--- src/dma_chan_pkg.sv ---
// Overview of operation
// - Source pointer is 32-bit read/write and shows the next source address while running.
// - Pointers and count are not reset and hold their value in standby.
// - Destination pointer is 32-bit read/write, counts, and shows the next destination.
// - Count of one means one transfer; zero means 16,777,216 transfers.
// - Reading the count while running returns the units still outstanding.
// - In 16-byte mode the count drops by one per sixteen-byte block.
// - Count bits 31 to 24 ignore writes and read as zero.
// - Channel control bits reset to zero and hold in standby.
// - Control bits 31 to 21 are reserved and read as zero.
// - Bit 20 selects indirect addressing on channel 3 only; elsewhere reads zero. Here the bit is only stored; no indirect access is made.
// - Bit 19 enables source reload on channel 2 only; elsewhere reads zero. Here the bit is only stored; the source pointer is never reloaded.
// - Bits 6 and 16 to 18 exist on channels 0 and 1 only.
// - Bit 18 sets request-accept output polarity: 0 active low, 1 active high.
// - In dual mode bit 17 puts the acknowledge strobe in read or write cycle.
// - In single address mode the acknowledge strobe is driven in both the read and the write cycle.
// - Transfer-end flag clears only by writing zero after reading one.
// - Bit 16 sets acknowledge strobe polarity: 0 active low, 1 active high.
// - Step modes hold, increment or decrement by unit size; 11 holds.
package dma_chan_pkg;

  // ----------------------------------------------------------------
  // Register map
  // ----------------------------------------------------------------
  localparam logic [28:0] REG_AREA_MASK = 29'h1fffff00;
  localparam logic [28:0] REG_AREA_BASE = 29'h04000000;
  localparam logic [3:0]  CH_SLOT_FIRST = 4'h2;
  localparam logic [3:0]  CH_SLOT_LAST  = 4'h5;
  localparam logic [3:0]  OFF_SRC_PTR   = 4'h0;
  localparam logic [3:0]  OFF_DST_PTR   = 4'h4;
  localparam logic [3:0]  OFF_COUNT     = 4'h8;
  localparam logic [3:0]  OFF_CONTROL   = 4'hc;

  // ----------------------------------------------------------------
  // Control register fields and masks
  // ----------------------------------------------------------------
  localparam int BIT_VIA_PTR    = 20;
  localparam int BIT_RELOAD     = 19;
  localparam int BIT_REQ_POL    = 18;
  localparam int BIT_ACK_CYCLE  = 17;
  localparam int BIT_ACK_POL    = 16;
  localparam int POS_DST_STEP   = 14;
  localparam int POS_SRC_STEP   = 12;
  localparam int POS_REQ_SRC    = 8;
  localparam int BIT_REQ_SENSE  = 6;
  localparam int POS_UNIT_SIZE  = 3;
  localparam int BIT_TEND       = 1;
  localparam int BIT_RUN        = 0;
  localparam logic [31:0] CTRL_RESET     = 32'h00000000;
  localparam logic [31:0] CTRL_MASK_ALL  = 32'h0000ff3f;
  localparam logic [31:0] CTRL_MASK_EXT  = 32'h00070040;
  localparam logic [31:0] CTRL_MASK_RLD  = 32'h00080000;
  localparam logic [31:0] CTRL_MASK_VIA  = 32'h00100000;
  localparam logic [23:0] COUNT_ONE      = 24'h000001;

  localparam logic [3:0] REQ_EXT_DUAL  = 4'h0;
  localparam logic [3:0] REQ_EXT_MEM2D = 4'h2;
  localparam logic [3:0] REQ_EXT_D2MEM = 4'h3;
  localparam logic [3:0] REQ_AUTO      = 4'h4;
  localparam logic [1:0] STEP_HOLD     = 2'h0;
  localparam logic [1:0] STEP_INC      = 2'h1;
  localparam logic [1:0] STEP_DEC      = 2'h2;

  localparam int FIFO_WIDTH = 32;
  localparam int FIFO_DEPTH = 16;

  typedef enum logic [1:0] {
    ENG_IDLE  = 2'b00,
    ENG_READ  = 2'b01,
    ENG_XFER  = 2'b10,
    ENG_WRITE = 2'b11
  } eng_state_type;

  function automatic logic [31:0] ctrl_wmask(input logic [1:0] ch);
    if (ch == 2'd0 || ch == 2'd1) begin
      return CTRL_MASK_ALL | CTRL_MASK_EXT;
    end else if (ch == 2'd2) begin
      return CTRL_MASK_ALL | CTRL_MASK_RLD;
    end else begin
      return CTRL_MASK_ALL | CTRL_MASK_VIA;
    end
  endfunction : ctrl_wmask

  function automatic logic [31:0] unit_bytes(input logic [1:0] size);
    case (size)
      2'h0:    return 32'h00000001;
      2'h1:    return 32'h00000002;
      2'h2:    return 32'h00000004;
      default: return 32'h00000010;
    endcase
  endfunction : unit_bytes

endpackage : dma_chan_pkg

--- src/ptr_step.sv ---
`timescale 1ns/1ns
module ptr_step (
  // Pointer and its step settings
  input  wire logic [31:0] i_ptr,
  input  wire logic [1:0]  i_mode,
  input  wire logic [1:0]  i_size,
  // Address for the following unit
  output logic      [31:0] o_next
);
  import dma_chan_pkg::*;

  always_comb begin
    case (i_mode)
      STEP_INC: o_next = i_ptr + unit_bytes(i_size);
      STEP_DEC: o_next = i_ptr - unit_bytes(i_size);
      default:  o_next = i_ptr;
    endcase
  end

endmodule : ptr_step

--- src/data_fifo.sv ---
`timescale 1ns/1ns
module data_fifo #(
  parameter int WIDTH = 32,
  parameter int DEPTH = 16
) (
  // Clock, reset, enable
  input  wire logic             i_ref_clk,
  input  wire logic             i_sys_rst,
  input  wire logic             i_clk_en,
  // Filling side
  input  wire logic             i_in_valid,
  output logic                  o_in_ready,
  input  wire logic [WIDTH-1:0] i_in_data,
  // Draining side
  output logic                  o_out_valid,
  input  wire logic             i_out_ready,
  output logic      [WIDTH-1:0] o_out_data
);
  localparam int PW = $clog2(DEPTH);
  localparam int CW = $clog2(DEPTH + 1);
  localparam logic [CW-1:0] FULL_CNT = CW'(DEPTH);

  logic [WIDTH-1:0] mem [DEPTH];
  logic [PW-1:0]    wr_ptr_ff;
  logic [PW-1:0]    rd_ptr_ff;
  logic [CW-1:0]    cnt_ff;
  logic             push;
  logic             pop;

  assign o_in_ready  = (cnt_ff != FULL_CNT);
  assign o_out_valid = (cnt_ff != '0);
  assign o_out_data  = mem[rd_ptr_ff];
  assign push        = i_clk_en && i_in_valid && o_in_ready;
  assign pop         = i_clk_en && i_out_ready && o_out_valid;

  always_ff @(posedge i_ref_clk) begin
    if (push) begin
      mem[wr_ptr_ff] <= i_in_data;
    end
  end

  always_ff @(posedge i_ref_clk) begin
    if (i_sys_rst) begin
      wr_ptr_ff <= '0;
      rd_ptr_ff <= '0;
      cnt_ff    <= '0;
    end else begin
      if (push) wr_ptr_ff <= wr_ptr_ff + 1'b1;
      if (pop) rd_ptr_ff <= rd_ptr_ff + 1'b1;
      if (push && !pop) cnt_ff <= cnt_ff + 1'b1;
      else if (pop && !push) cnt_ff <= cnt_ff - 1'b1;
    end
  end

endmodule : data_fifo

--- src/dma_chan_regs.sv ---
`timescale 1ns/1ns
module dma_chan_regs (
  // Clock, reset, clock enable (low enable is standby)
  input  wire logic        i_ref_clk,
  input  wire logic        i_sys_rst,
  input  wire logic        i_clk_en,
  // Register port
  input  wire logic [31:0] i_reg_addr,
  input  wire logic        i_reg_rd,
  input  wire logic        i_reg_wr,
  input  wire logic [3:0]  i_reg_be,
  input  wire logic [31:0] i_reg_wdata,
  output logic      [31:0] o_reg_rdata,
  // Peripheral pins, channels 0 and 1
  input  wire logic [1:0]  i_transfer_request_in_n,
  output logic      [1:0]  o_transfer_ack_strobe,
  output logic      [1:0]  o_request_accept_out,
  // Data bus master
  output logic      [31:0] o_bus_addr,
  output logic             o_bus_rd,
  output logic             o_bus_wr,
  output logic      [1:0]  o_bus_size,
  output logic      [31:0] o_bus_wdata,
  input  wire logic [31:0] i_bus_rdata,
  input  wire logic        i_bus_ack
);
  import dma_chan_pkg::*;

  // ----------------------------------------------------------------
  // Declarations
  // ----------------------------------------------------------------
  logic [31:0]   src_ptr_ff [4];
  logic [31:0]   dst_ptr_ff [4];
  logic [23:0]   count_ff   [4];
  logic [31:0]   ctrl_ff    [4];
  logic [3:0]    tend_seen_ff;
  logic [1:0]    req_s1_ff;
  logic [1:0]    req_s2_ff;
  logic [1:0]    req_s3_ff;
  logic [1:0]    req_lvl_ff;
  logic [1:0]    req_edge_ff;
  eng_state_type eng_ff;
  eng_state_type nxt_eng;
  logic [1:0]    act_ch_ff;
  logic [1:0]    nxt_ch;
  logic          area_hit;
  logic          reg_hit;
  logic [1:0]    reg_ch;
  logic [3:0]    reg_off;
  logic          reg_write;
  logic          unit_done;
  logic [3:0]    eligible;
  logic [1:0]    ext_req;
  logic [31:0]   src_next;
  logic [31:0]   dst_next;
  logic          fifo_in_ready;
  logic          fifo_out_valid;
  logic [31:0]   fifo_out_data;

  function automatic logic [31:0] be_merge(input logic [31:0] old_v,
                                           input logic [31:0] new_v,
                                           input logic [3:0]  be);
    logic [31:0] res;
    res = old_v;
    for (int b = 0; b < 4; b++) begin
      if (be[b]) res[b*8 +: 8] = new_v[b*8 +: 8];
    end
    return res;
  endfunction : be_merge

  function automatic logic is_ext(input logic [3:0] src);
    return src == REQ_EXT_DUAL || src == REQ_EXT_MEM2D || src == REQ_EXT_D2MEM;
  endfunction : is_ext

  function automatic logic is_single(input logic [3:0] src);
    return src == REQ_EXT_MEM2D || src == REQ_EXT_D2MEM;
  endfunction : is_single

  // ----------------------------------------------------------------
  // Register decode
  // ----------------------------------------------------------------
  // The top three address bits are ignored so the cached and uncached
  // views of the area both reach the registers.
  always_comb begin
    area_hit = (i_reg_addr[28:0] & REG_AREA_MASK) == REG_AREA_BASE;
    reg_off  = {i_reg_addr[3:2], 2'b00};
    reg_ch   = 2'(i_reg_addr[7:4] - CH_SLOT_FIRST);
    if (!area_hit) begin
      reg_hit = 1'b0;
    end else if (i_reg_addr[7:4] < CH_SLOT_FIRST) begin
      reg_hit = 1'b0;
    end else if (i_reg_addr[7:4] > CH_SLOT_LAST) begin
      reg_hit = 1'b0;
    end else begin
      reg_hit = 1'b1;
    end
  end

  assign reg_write = i_clk_en && i_reg_wr && reg_hit;
  assign unit_done = i_clk_en && eng_ff == ENG_WRITE && i_bus_ack;

  // ----------------------------------------------------------------
  // Pointers and count
  // ----------------------------------------------------------------
  // No reset here: contents stay undefined until software loads them.
  always_ff @(posedge i_ref_clk) begin
    for (int c = 0; c < 4; c++) begin
      if (reg_write && reg_ch == 2'(c) && reg_off == OFF_SRC_PTR) begin
        src_ptr_ff[c] <= be_merge(src_ptr_ff[c], i_reg_wdata, i_reg_be);
      end else if (unit_done && act_ch_ff == 2'(c)) begin
        src_ptr_ff[c] <= src_next;
      end
      if (reg_write && reg_ch == 2'(c) && reg_off == OFF_DST_PTR) begin
        dst_ptr_ff[c] <= be_merge(dst_ptr_ff[c], i_reg_wdata, i_reg_be);
      end else if (unit_done && act_ch_ff == 2'(c)) begin
        dst_ptr_ff[c] <= dst_next;
      end
      if (reg_write && reg_ch == 2'(c) && reg_off == OFF_COUNT) begin
        count_ff[c] <= 24'(be_merge({8'h00, count_ff[c]}, i_reg_wdata, i_reg_be));
      end else if (unit_done && act_ch_ff == 2'(c)) begin
        count_ff[c] <= count_ff[c] - COUNT_ONE;
      end
    end
  end

  // ----------------------------------------------------------------
  // Channel control and transfer-end flag
  // ----------------------------------------------------------------
  always_ff @(posedge i_ref_clk) begin
    if (i_sys_rst) begin
      for (int c = 0; c < 4; c++) ctrl_ff[c] <= CTRL_RESET;
      tend_seen_ff <= 4'h0;
    end else if (i_clk_en) begin
      for (int c = 0; c < 4; c++) begin
        if (reg_write && reg_ch == 2'(c) && reg_off == OFF_CONTROL) begin
          ctrl_ff[c] <= be_merge(ctrl_ff[c], i_reg_wdata, i_reg_be)
                        & ctrl_wmask(2'(c));
          ctrl_ff[c][BIT_TEND] <= ctrl_ff[c][BIT_TEND] &&
                                  !(i_reg_be[0] && !i_reg_wdata[BIT_TEND] &&
                                    tend_seen_ff[c]);
        end
        // The end of the last unit (count of one) sets the flag even when a clear lands together.
        if (unit_done && act_ch_ff == 2'(c) && count_ff[c] == COUNT_ONE) begin
          ctrl_ff[c][BIT_TEND] <= 1'b1;
        end
        if (i_reg_rd && reg_hit && reg_ch == 2'(c) && reg_off == OFF_CONTROL &&
            ctrl_ff[c][BIT_TEND]) begin
          tend_seen_ff[c] <= 1'b1;
        end else if (!ctrl_ff[c][BIT_TEND]) begin
          tend_seen_ff[c] <= 1'b0;
        end
      end
    end
  end

  // ----------------------------------------------------------------
  // Register read
  // ----------------------------------------------------------------
  always_ff @(posedge i_ref_clk) begin
    if (i_sys_rst) begin
      o_reg_rdata <= 32'h00000000;
    end else if (i_clk_en && i_reg_rd) begin
      if (!reg_hit) begin
        o_reg_rdata <= 32'h00000000;
      end else if (reg_off == OFF_SRC_PTR) begin
        o_reg_rdata <= src_ptr_ff[reg_ch];
      end else if (reg_off == OFF_DST_PTR) begin
        o_reg_rdata <= dst_ptr_ff[reg_ch];
      end else if (reg_off == OFF_COUNT) begin
        o_reg_rdata <= {8'h00, count_ff[reg_ch]};
      end else begin
        o_reg_rdata <= ctrl_ff[reg_ch];
      end
    end
  end

  // ----------------------------------------------------------------
  // Request pins
  // ----------------------------------------------------------------
  // A level counts only once the last two stages agree, which filters
  // a pin that is still settling.
  always_ff @(posedge i_ref_clk) begin
    if (i_sys_rst) begin
      req_s1_ff   <= 2'b11;
      req_s2_ff   <= 2'b11;
      req_s3_ff   <= 2'b11;
      req_lvl_ff  <= 2'b11;
      req_edge_ff <= 2'b00;
    end else if (i_clk_en) begin
      req_s1_ff <= i_transfer_request_in_n;
      req_s2_ff <= req_s1_ff;
      req_s3_ff <= req_s2_ff;
      for (int c = 0; c < 2; c++) begin
        if (req_s2_ff[c] == req_s3_ff[c]) req_lvl_ff[c] <= req_s3_ff[c];
        if (req_s2_ff[c] == req_s3_ff[c] && !req_s3_ff[c] && req_lvl_ff[c]) begin
          req_edge_ff[c] <= 1'b1;
        end else if (eng_ff == ENG_IDLE && nxt_eng == ENG_READ && nxt_ch == 2'(c)) begin
          req_edge_ff[c] <= 1'b0;
        end
      end
    end
  end

  always_comb begin
    for (int c = 0; c < 2; c++) begin
      ext_req[c] = ctrl_ff[c][BIT_REQ_SENSE] ? req_edge_ff[c] : !req_lvl_ff[c];
    end
    for (int c = 0; c < 4; c++) begin
      eligible[c] = ctrl_ff[c][BIT_RUN] && !ctrl_ff[c][BIT_TEND] &&
                    (ctrl_ff[c][POS_REQ_SRC +: 4] == REQ_AUTO ||
                     (c < 2 && is_ext(ctrl_ff[c][POS_REQ_SRC +: 4]) && ext_req[c % 2]));
    end
  end

  // ----------------------------------------------------------------
  // Transfer engine
  // ----------------------------------------------------------------
  // A unit is read into the FIFO, then written out; the read is not
  // started while the FIFO is full, so a stalled write holds the source.
  always_comb begin
    nxt_eng = eng_ff;
    nxt_ch  = act_ch_ff;
    case (eng_ff)
      ENG_IDLE: begin
        if (fifo_in_ready && |eligible) begin
          nxt_eng = ENG_READ;
          nxt_ch  = eligible[0] ? 2'd0 : eligible[1] ? 2'd1 : eligible[2] ? 2'd2 : 2'd3;
        end
      end
      ENG_READ: begin
        if (i_bus_ack) nxt_eng = ENG_XFER;
      end
      ENG_XFER: begin
        if (fifo_out_valid) nxt_eng = ENG_WRITE;
      end
      default: begin
        if (i_bus_ack) nxt_eng = ENG_IDLE;
      end
    endcase
  end

  always_ff @(posedge i_ref_clk) begin
    if (i_sys_rst) begin
      eng_ff    <= ENG_IDLE;
      act_ch_ff <= 2'd0;
    end else if (i_clk_en) begin
      eng_ff    <= nxt_eng;
      act_ch_ff <= nxt_ch;
    end
  end

  always_ff @(posedge i_ref_clk) begin
    if (i_sys_rst) begin
      o_bus_addr  <= 32'h00000000;
      o_bus_rd    <= 1'b0;
      o_bus_wr    <= 1'b0;
      o_bus_size  <= 2'h0;
      o_bus_wdata <= 32'h00000000;
    end else if (i_clk_en) begin
      o_bus_rd   <= nxt_eng == ENG_READ;
      o_bus_wr   <= nxt_eng == ENG_WRITE;
      o_bus_addr <= nxt_eng == ENG_WRITE ? dst_ptr_ff[nxt_ch] : src_ptr_ff[nxt_ch];
      o_bus_size <= ctrl_ff[nxt_ch][POS_UNIT_SIZE +: 2];
      if (eng_ff == ENG_XFER && fifo_out_valid) o_bus_wdata <= fifo_out_data;
    end
  end

  // ----------------------------------------------------------------
  // Acknowledge and request-accepted pins
  // ----------------------------------------------------------------
  // Both pins idle at the inverse of their polarity bit, so a reset
  // control register leaves them high (active-low idle).
  always_ff @(posedge i_ref_clk) begin
    if (i_sys_rst) begin
      o_transfer_ack_strobe <= 2'b11;
      o_request_accept_out  <= 2'b11;
    end else if (i_clk_en) begin
      for (int c = 0; c < 2; c++) begin
        if (nxt_ch == 2'(c) && is_ext(ctrl_ff[c][POS_REQ_SRC +: 4]) &&
            ((nxt_eng == ENG_READ && (is_single(ctrl_ff[c][POS_REQ_SRC +: 4]) ||
                                      !ctrl_ff[c][BIT_ACK_CYCLE])) ||
             (nxt_eng == ENG_WRITE && (is_single(ctrl_ff[c][POS_REQ_SRC +: 4]) ||
                                       ctrl_ff[c][BIT_ACK_CYCLE])))) begin
          o_transfer_ack_strobe[c] <= ctrl_ff[c][BIT_ACK_POL];
        end else begin
          o_transfer_ack_strobe[c] <= !ctrl_ff[c][BIT_ACK_POL];
        end
        if (nxt_ch == 2'(c) && nxt_eng != ENG_IDLE &&
            is_ext(ctrl_ff[c][POS_REQ_SRC +: 4])) begin
          o_request_accept_out[c] <= ctrl_ff[c][BIT_REQ_POL];
        end else begin
          o_request_accept_out[c] <= !ctrl_ff[c][BIT_REQ_POL];
        end
      end
    end
  end

  // ----------------------------------------------------------------
  // Data path
  // ----------------------------------------------------------------
  ptr_step u_src_step (
    .i_ptr  (src_ptr_ff[act_ch_ff]),
    .i_mode (ctrl_ff[act_ch_ff][POS_SRC_STEP +: 2]),
    .i_size (ctrl_ff[act_ch_ff][POS_UNIT_SIZE +: 2]),
    .o_next (src_next)
  );

  ptr_step u_dst_step (
    .i_ptr  (dst_ptr_ff[act_ch_ff]),
    .i_mode (ctrl_ff[act_ch_ff][POS_DST_STEP +: 2]),
    .i_size (ctrl_ff[act_ch_ff][POS_UNIT_SIZE +: 2]),
    .o_next (dst_next)
  );

  data_fifo #(
    .WIDTH (FIFO_WIDTH),
    .DEPTH (FIFO_DEPTH)
  ) u_fifo (
    .i_ref_clk   (i_ref_clk),
    .i_sys_rst   (i_sys_rst),
    .i_clk_en    (i_clk_en),
    .i_in_valid  (eng_ff == ENG_READ && i_bus_ack),
    .o_in_ready  (fifo_in_ready),
    .i_in_data   (i_bus_rdata),
    .o_out_valid (fifo_out_valid),
    .i_out_ready (eng_ff == ENG_XFER),
    .o_out_data  (fifo_out_data)
  );

  // ----------------------------------------------------------------
  // Checks
  // ----------------------------------------------------------------
  chk_src_advance: assert property (@(posedge i_ref_clk) disable iff (i_sys_rst)
    (unit_done && !reg_write) |=> src_ptr_ff[act_ch_ff] == $past(src_next))
    else $error("source pointer did not advance");
  chk_dst_advance: assert property (@(posedge i_ref_clk) disable iff (i_sys_rst)
    (unit_done && !reg_write) |=> dst_ptr_ff[act_ch_ff] == $past(dst_next))
    else $error("destination pointer did not advance");
  chk_count_step: assert property (@(posedge i_ref_clk) disable iff (i_sys_rst)
    (unit_done && !reg_write) |=>
      count_ff[act_ch_ff] == 24'($past(count_ff[act_ch_ff]) - COUNT_ONE))
    else $error("count did not drop with the unit");
  chk_count_upper: assert property (@(posedge i_ref_clk) disable iff (i_sys_rst)
    (i_clk_en && i_reg_rd && reg_hit && reg_off == OFF_COUNT) |=> o_reg_rdata[31:24] == 8'h00)
    else $error("count upper bits not zero");
  chk_ctrl_reset: assert property (@(posedge i_ref_clk)
    i_sys_rst |=> ctrl_ff[0] == CTRL_RESET && ctrl_ff[3] == CTRL_RESET)
    else $error("control register not cleared by reset");
  chk_chan_bits: assert property (@(posedge i_ref_clk) disable iff (i_sys_rst)
    (ctrl_ff[0][31:19] | ctrl_ff[1][31:19] | ctrl_ff[2][31:20] | ctrl_ff[2][18:16] |
     {ctrl_ff[3][31:21], ctrl_ff[3][19:16]}) == '0)
    else $error("unimplemented control bit set");
  chk_accept_pol: assert property (@(posedge i_ref_clk) disable iff (i_sys_rst)
    (i_clk_en && nxt_eng == ENG_IDLE && !reg_write) |=>
      o_request_accept_out[0] == !ctrl_ff[0][BIT_REQ_POL])
    else $error("request accept idle level wrong");
  chk_single_ack: assert property (@(posedge i_ref_clk) disable iff (i_sys_rst)
    (i_clk_en && nxt_ch == 2'd0 && nxt_eng == ENG_WRITE && !reg_write &&
     is_single(ctrl_ff[0][POS_REQ_SRC +: 4])) |=>
      o_transfer_ack_strobe[0] == ctrl_ff[0][BIT_ACK_POL])
    else $error("acknowledge missing in single address write");
  chk_tend_set: assert property (@(posedge i_ref_clk) disable iff (i_sys_rst)
    (unit_done && count_ff[act_ch_ff] == COUNT_ONE) |=> ctrl_ff[act_ch_ff][BIT_TEND])
    else $error("transfer end flag not set");
  chk_tend_noset: assert property (@(posedge i_ref_clk) disable iff (i_sys_rst)
    (reg_write && reg_off == OFF_CONTROL && !unit_done && !ctrl_ff[reg_ch][BIT_TEND])
      |=> !ctrl_ff[$past(reg_ch)][BIT_TEND])
    else $error("software set the transfer end flag");

  cov_unit: cover property (@(posedge i_ref_clk) unit_done);
  cov_last: cover property (@(posedge i_ref_clk) unit_done && count_ff[act_ch_ff] == COUNT_ONE);
  cov_full: cover property (@(posedge i_ref_clk) eng_ff == ENG_IDLE && !fifo_in_ready);

endmodule : dma_chan_regs

--- config.mk ---
export PLATFORM = sky130hd
export DESIGN_NAME = dma_chan_regs
export DESIGN_NICKNAME = d
export VERILOG_FILES = /design/src/dma_chan_pkg.sv /design/src/ptr_step.sv /design/src/data_fifo.sv /design/src/dma_chan_regs.sv
export SDC_FILE = /design/constraint.sdc
export NUM_CORES = 2
export LEC_CHECK = 0
export CELL_PAD_IN_SITES_DETAIL_PLACEMENT = 0
export CELL_PAD_IN_SITES_GLOBAL_PLACEMENT = 1
export CORE_MARGIN = 2
export CORE_UTILIZATION = 50
export DETAILED_ROUTE_END_ITERATION = 10
export DONT_BUFFER_PORTS = 1
export PLACE_DENSITY = 0.76
export SLEW_MARGIN = 30
export SYNTH_ARGS = -nofsm -noshare
export SYNTH_HDL_FRONTEND = slang
export SYNTH_SLANG_ARGS = --single-unit
--- constraint.sdc ---
create_clock -name i_ref_clk -period 10.65 [get_ports i_ref_clk]
set_input_delay 2.13 -clock i_ref_clk [delete_from_list [all_inputs] [get_ports i_ref_clk]]
set_output_delay 2.13 -clock i_ref_clk [all_outputs]
set_load 0.005 [all_outputs]
==> results_dict.tcl <==
set metrics [dict create \
    synth_compound_area_share_pct 8.78 \
    relSlewSlack_pct 33.9 \
    synthMuxAreaShare_pct 18.0 \
    synth_edf_count 930 \
    synth_area_mm2 0.0546 \
    grt_max_degree 134 \
    rsz0062_at_grt "no" \
    r2r_slack_ns 4.10 \
    cp-end-kind "register" \
    io_pins 212 \
    grt_pass1_vias 34435 \
    wl_per_cell_um 28.5 \
    regArea_mm2 0.0307 \
    min_period_ns 6.55 \
    status "finished clean" \
    drc 0 \
    synth_area_per_cell_um2 13.1 \
    die_h_um 335 \
    cts_buffer_depth 3 \
    drive_above_1_share_pct 17.4 \
    path_class "register to register" \
    total_power_mw 9.67 \
    cap_violations 0 \
    syn_inst 4154 \
    final.period_utilization_pct 61.5 \
    num_rows 121 \
    cts_resized 0 \
    yosysSeqAreaShare_pct 56.2 \
    overflow 0 \
    dr.pass1.iters 5 \
    hold_viol_final 0 \
    core-area_mm2 0.109 \
    synth_simple_gate_area_share_pct 9.99 \
    yosys_warnings 0 \
    routed_via_density 6.43 \
    n_fill_cell 8793 \
    post_cts.repair.setup_buffers 0 \
    cts_inserted_buffers 114 \
    ant_nets 0 \
    vias 35616 \
    synth_top_family_by_area "multiplexers" \
    final.setup.tns_ns 0 \
    die_w_um 335 \
    ys_types 86 \
    critPathLaunchType "register" \
    grt_pass1_wl_um 232000 \
    synth-xor-area-share_pct 2.33 \
    fmax_ghz 0.153 \
    antenna_found_initial 5 \
    multi_input_area_mm2 0.0227 \
    fin_skew_ns 0.0423 \
    peakVddDrop_uv 137 \
    cp.arrival_ns 6.97 \
    async_flop_share_pct 0 \
    hold_buffers 0 \
    root_buffer "clkbuf_16" \
    synthAdderAreaFrac_pct 2.05 \
    tightest_slew_ns 0.984 \
    clk_pin_slew_ns 0.06 \
    synth.largest_area_cell "edfxtp_1" \
    gp_congestion 0.878 \
    detail_route.wirelength_um 158000 \
    start_util_pct 50.3 \
    synth-seq-cells 1067 \
    synthDominantCellAreaShare_pct 51.1 \
    synth_fp_nets 4344 \
    drt-initial-drc-count 4299 \
    clkLatencyLatePin_ns 0.74 \
    htree_num_levels 3 \
    tritoncts "done" \
    power_density_mw_per_mm2 162 \
    slew_violations 0 \
    area_growth_pct 9.48 \
    io_buffer_count 0 \
    setup_viol 0 \
    worstPathRequired_ns 11.07 \
    crit_fanout 36 \
    antenna_cells 0 \
    clock-sinks 1067 \
    die-area_mm2 0.112 \
    hold_class "register to register" \
    track_usage_pct 28.1 \
    p_leak_nw 19.8 \
    ys.flop_type "edfxtp_1" \
    nets 4214 \
    dp_hpwl_um 100000 \
    synth_area_leaders "edfxtp_1 51%, mux4_2 17%, dfxtp_1 5.0%" \
]
-- metrics by stage --
step           utilization, %  hold slack, ns  worst slack [ns]  std cells  area [um2]
2_1_floorplan               -           0.442              4.35       4154       54600
3_3_place_gp             51.4           0.450              3.45       5319       55800
3_5_place_dp             51.4           0.460              3.76       5320       55800
4_1_cts                  55.0           0.476              4.16       5538       59700
5_1_grt                  55.1           0.497              3.76       5540       59800
6_report                 55.1           0.464              4.10       5540       59800
-- worst max-delay path: stages (launching register included) --
cell	delay [ns]
dfxtp_4	0.91
mux4_2	0.60
inv_1	0.07
ha_1	0.51
inv_1	0.35
nand2_1	0.59
ha_1	0.41
o21ai_0	0.25
o21bai_1	0.20
a41o_1	0.35
a21o_1	0.19
a21o_1	0.21
a221oi_1	0.83
o21bai_1	0.14
xor2_1	0.17
mux2i_1	0.25
o21ai_0	0.16
-- registers in the layout, indices dropped and copies added (netlist names), 5 cells and up, named ones only --
signal / flops
src_ptr_ff: 128
ctrl_ff: 66
u_fifo.cnt_ff: 5
o_reg_rdata: 32
o_bus_wdata: 32
o_bus_addr: 32
count_ff: 96
dst_ptr_ff: 128
u_fifo.mem: 512
-- layout by cell type (no fill, tap or decap), types with 59 or more instances in the layout --
master     instances
o21ai_1           90
nor2_1           278
nor3_1            59
edfxtp_1         930
o21ai_0          221
ha_1              78
nand2b_1          59
clkbuf_16        116
a21oi_1          233
xnor2_1          106
inv_1             59
nand2_1          548
dfxtp_1          131
mux4_2           412
-- cell type report --
type | count | share of cell area, %
inverters | 62 | 0.410
well taps | 1414 | 2.96
clock buffers | 158 | 5.37
flip-flops and latches | 1067 | 51.3
multi-input cells | 2724 | 38.0
repair buffers | 55 | 0.791
clock inverters | 60 | 1.12
-- path summary, 6_finish.rpt --
check                             startpoint                 to  depth (start not counted)
worst max register to register      register  dst_ptr_ff[3][20]                         16
worst min-delay path            req_s2_ff[1]       req_s3_ff[1]                          2
worst min register to register  req_s2_ff[1]       req_s3_ff[1]                          2
worst max-delay path                register  dst_ptr_ff[3][20]                         16
-- per-layer routing --
metal / part of all wire [%] / global-route usage, % / routed length [um] / vias up
met5: 0.017 / 0 / 27 / -
met4: 3.1 / 9.16 / 4840 / 4
met3: 9.8 / 6.77 / 15600 / 240
met2: 47 / 44.0 / 73700 / 1658
met1: 40 / 39.0 / 63800 / 17979
li1: - / - / - / 15735
-- power breakdown --
part           internal (mW)  switching [mW]  leakage (nW)
combinational          0.395           0.596          8.39
clock                   2.34            1.73          1.87
sequential              4.57          0.0333          9.51
-- kinds of logic after synthesis --
group,after synthesis
AO/OA/AOI/OAI,807
XOR/XNOR,145
adder cells (fa/ha/maj),89
buffers and inverters,363
flip-flops,1067
multiplexers,468
AND/OR/NAND/NOR,1215
-- cell usage after synthesis (23+ instances only) --
cell / number
nand3_1: 29
nand4_1: 26
edfxtp_1: 930
and2_1: 46
buf_1: 45
a22oi_1: 57
a21oi_1: 234
mux2i_1: 54
nor4_1: 34
dfxtp_1: 137
xor2_1: 39
buf_2: 36
o21ai_1: 92
mux4_2: 412
inv_1: 59
nor2b_1: 28
clkbuf_1: 211
nor2_1: 293
nand2_1: 549
xnor2_1: 106
a21o_1: 37
nand2b_1: 62
nor3_1: 66
o21ai_0: 223
ha_1: 79
and3_1: 23
Note: power is estimated with default switching activity, not from simulation.
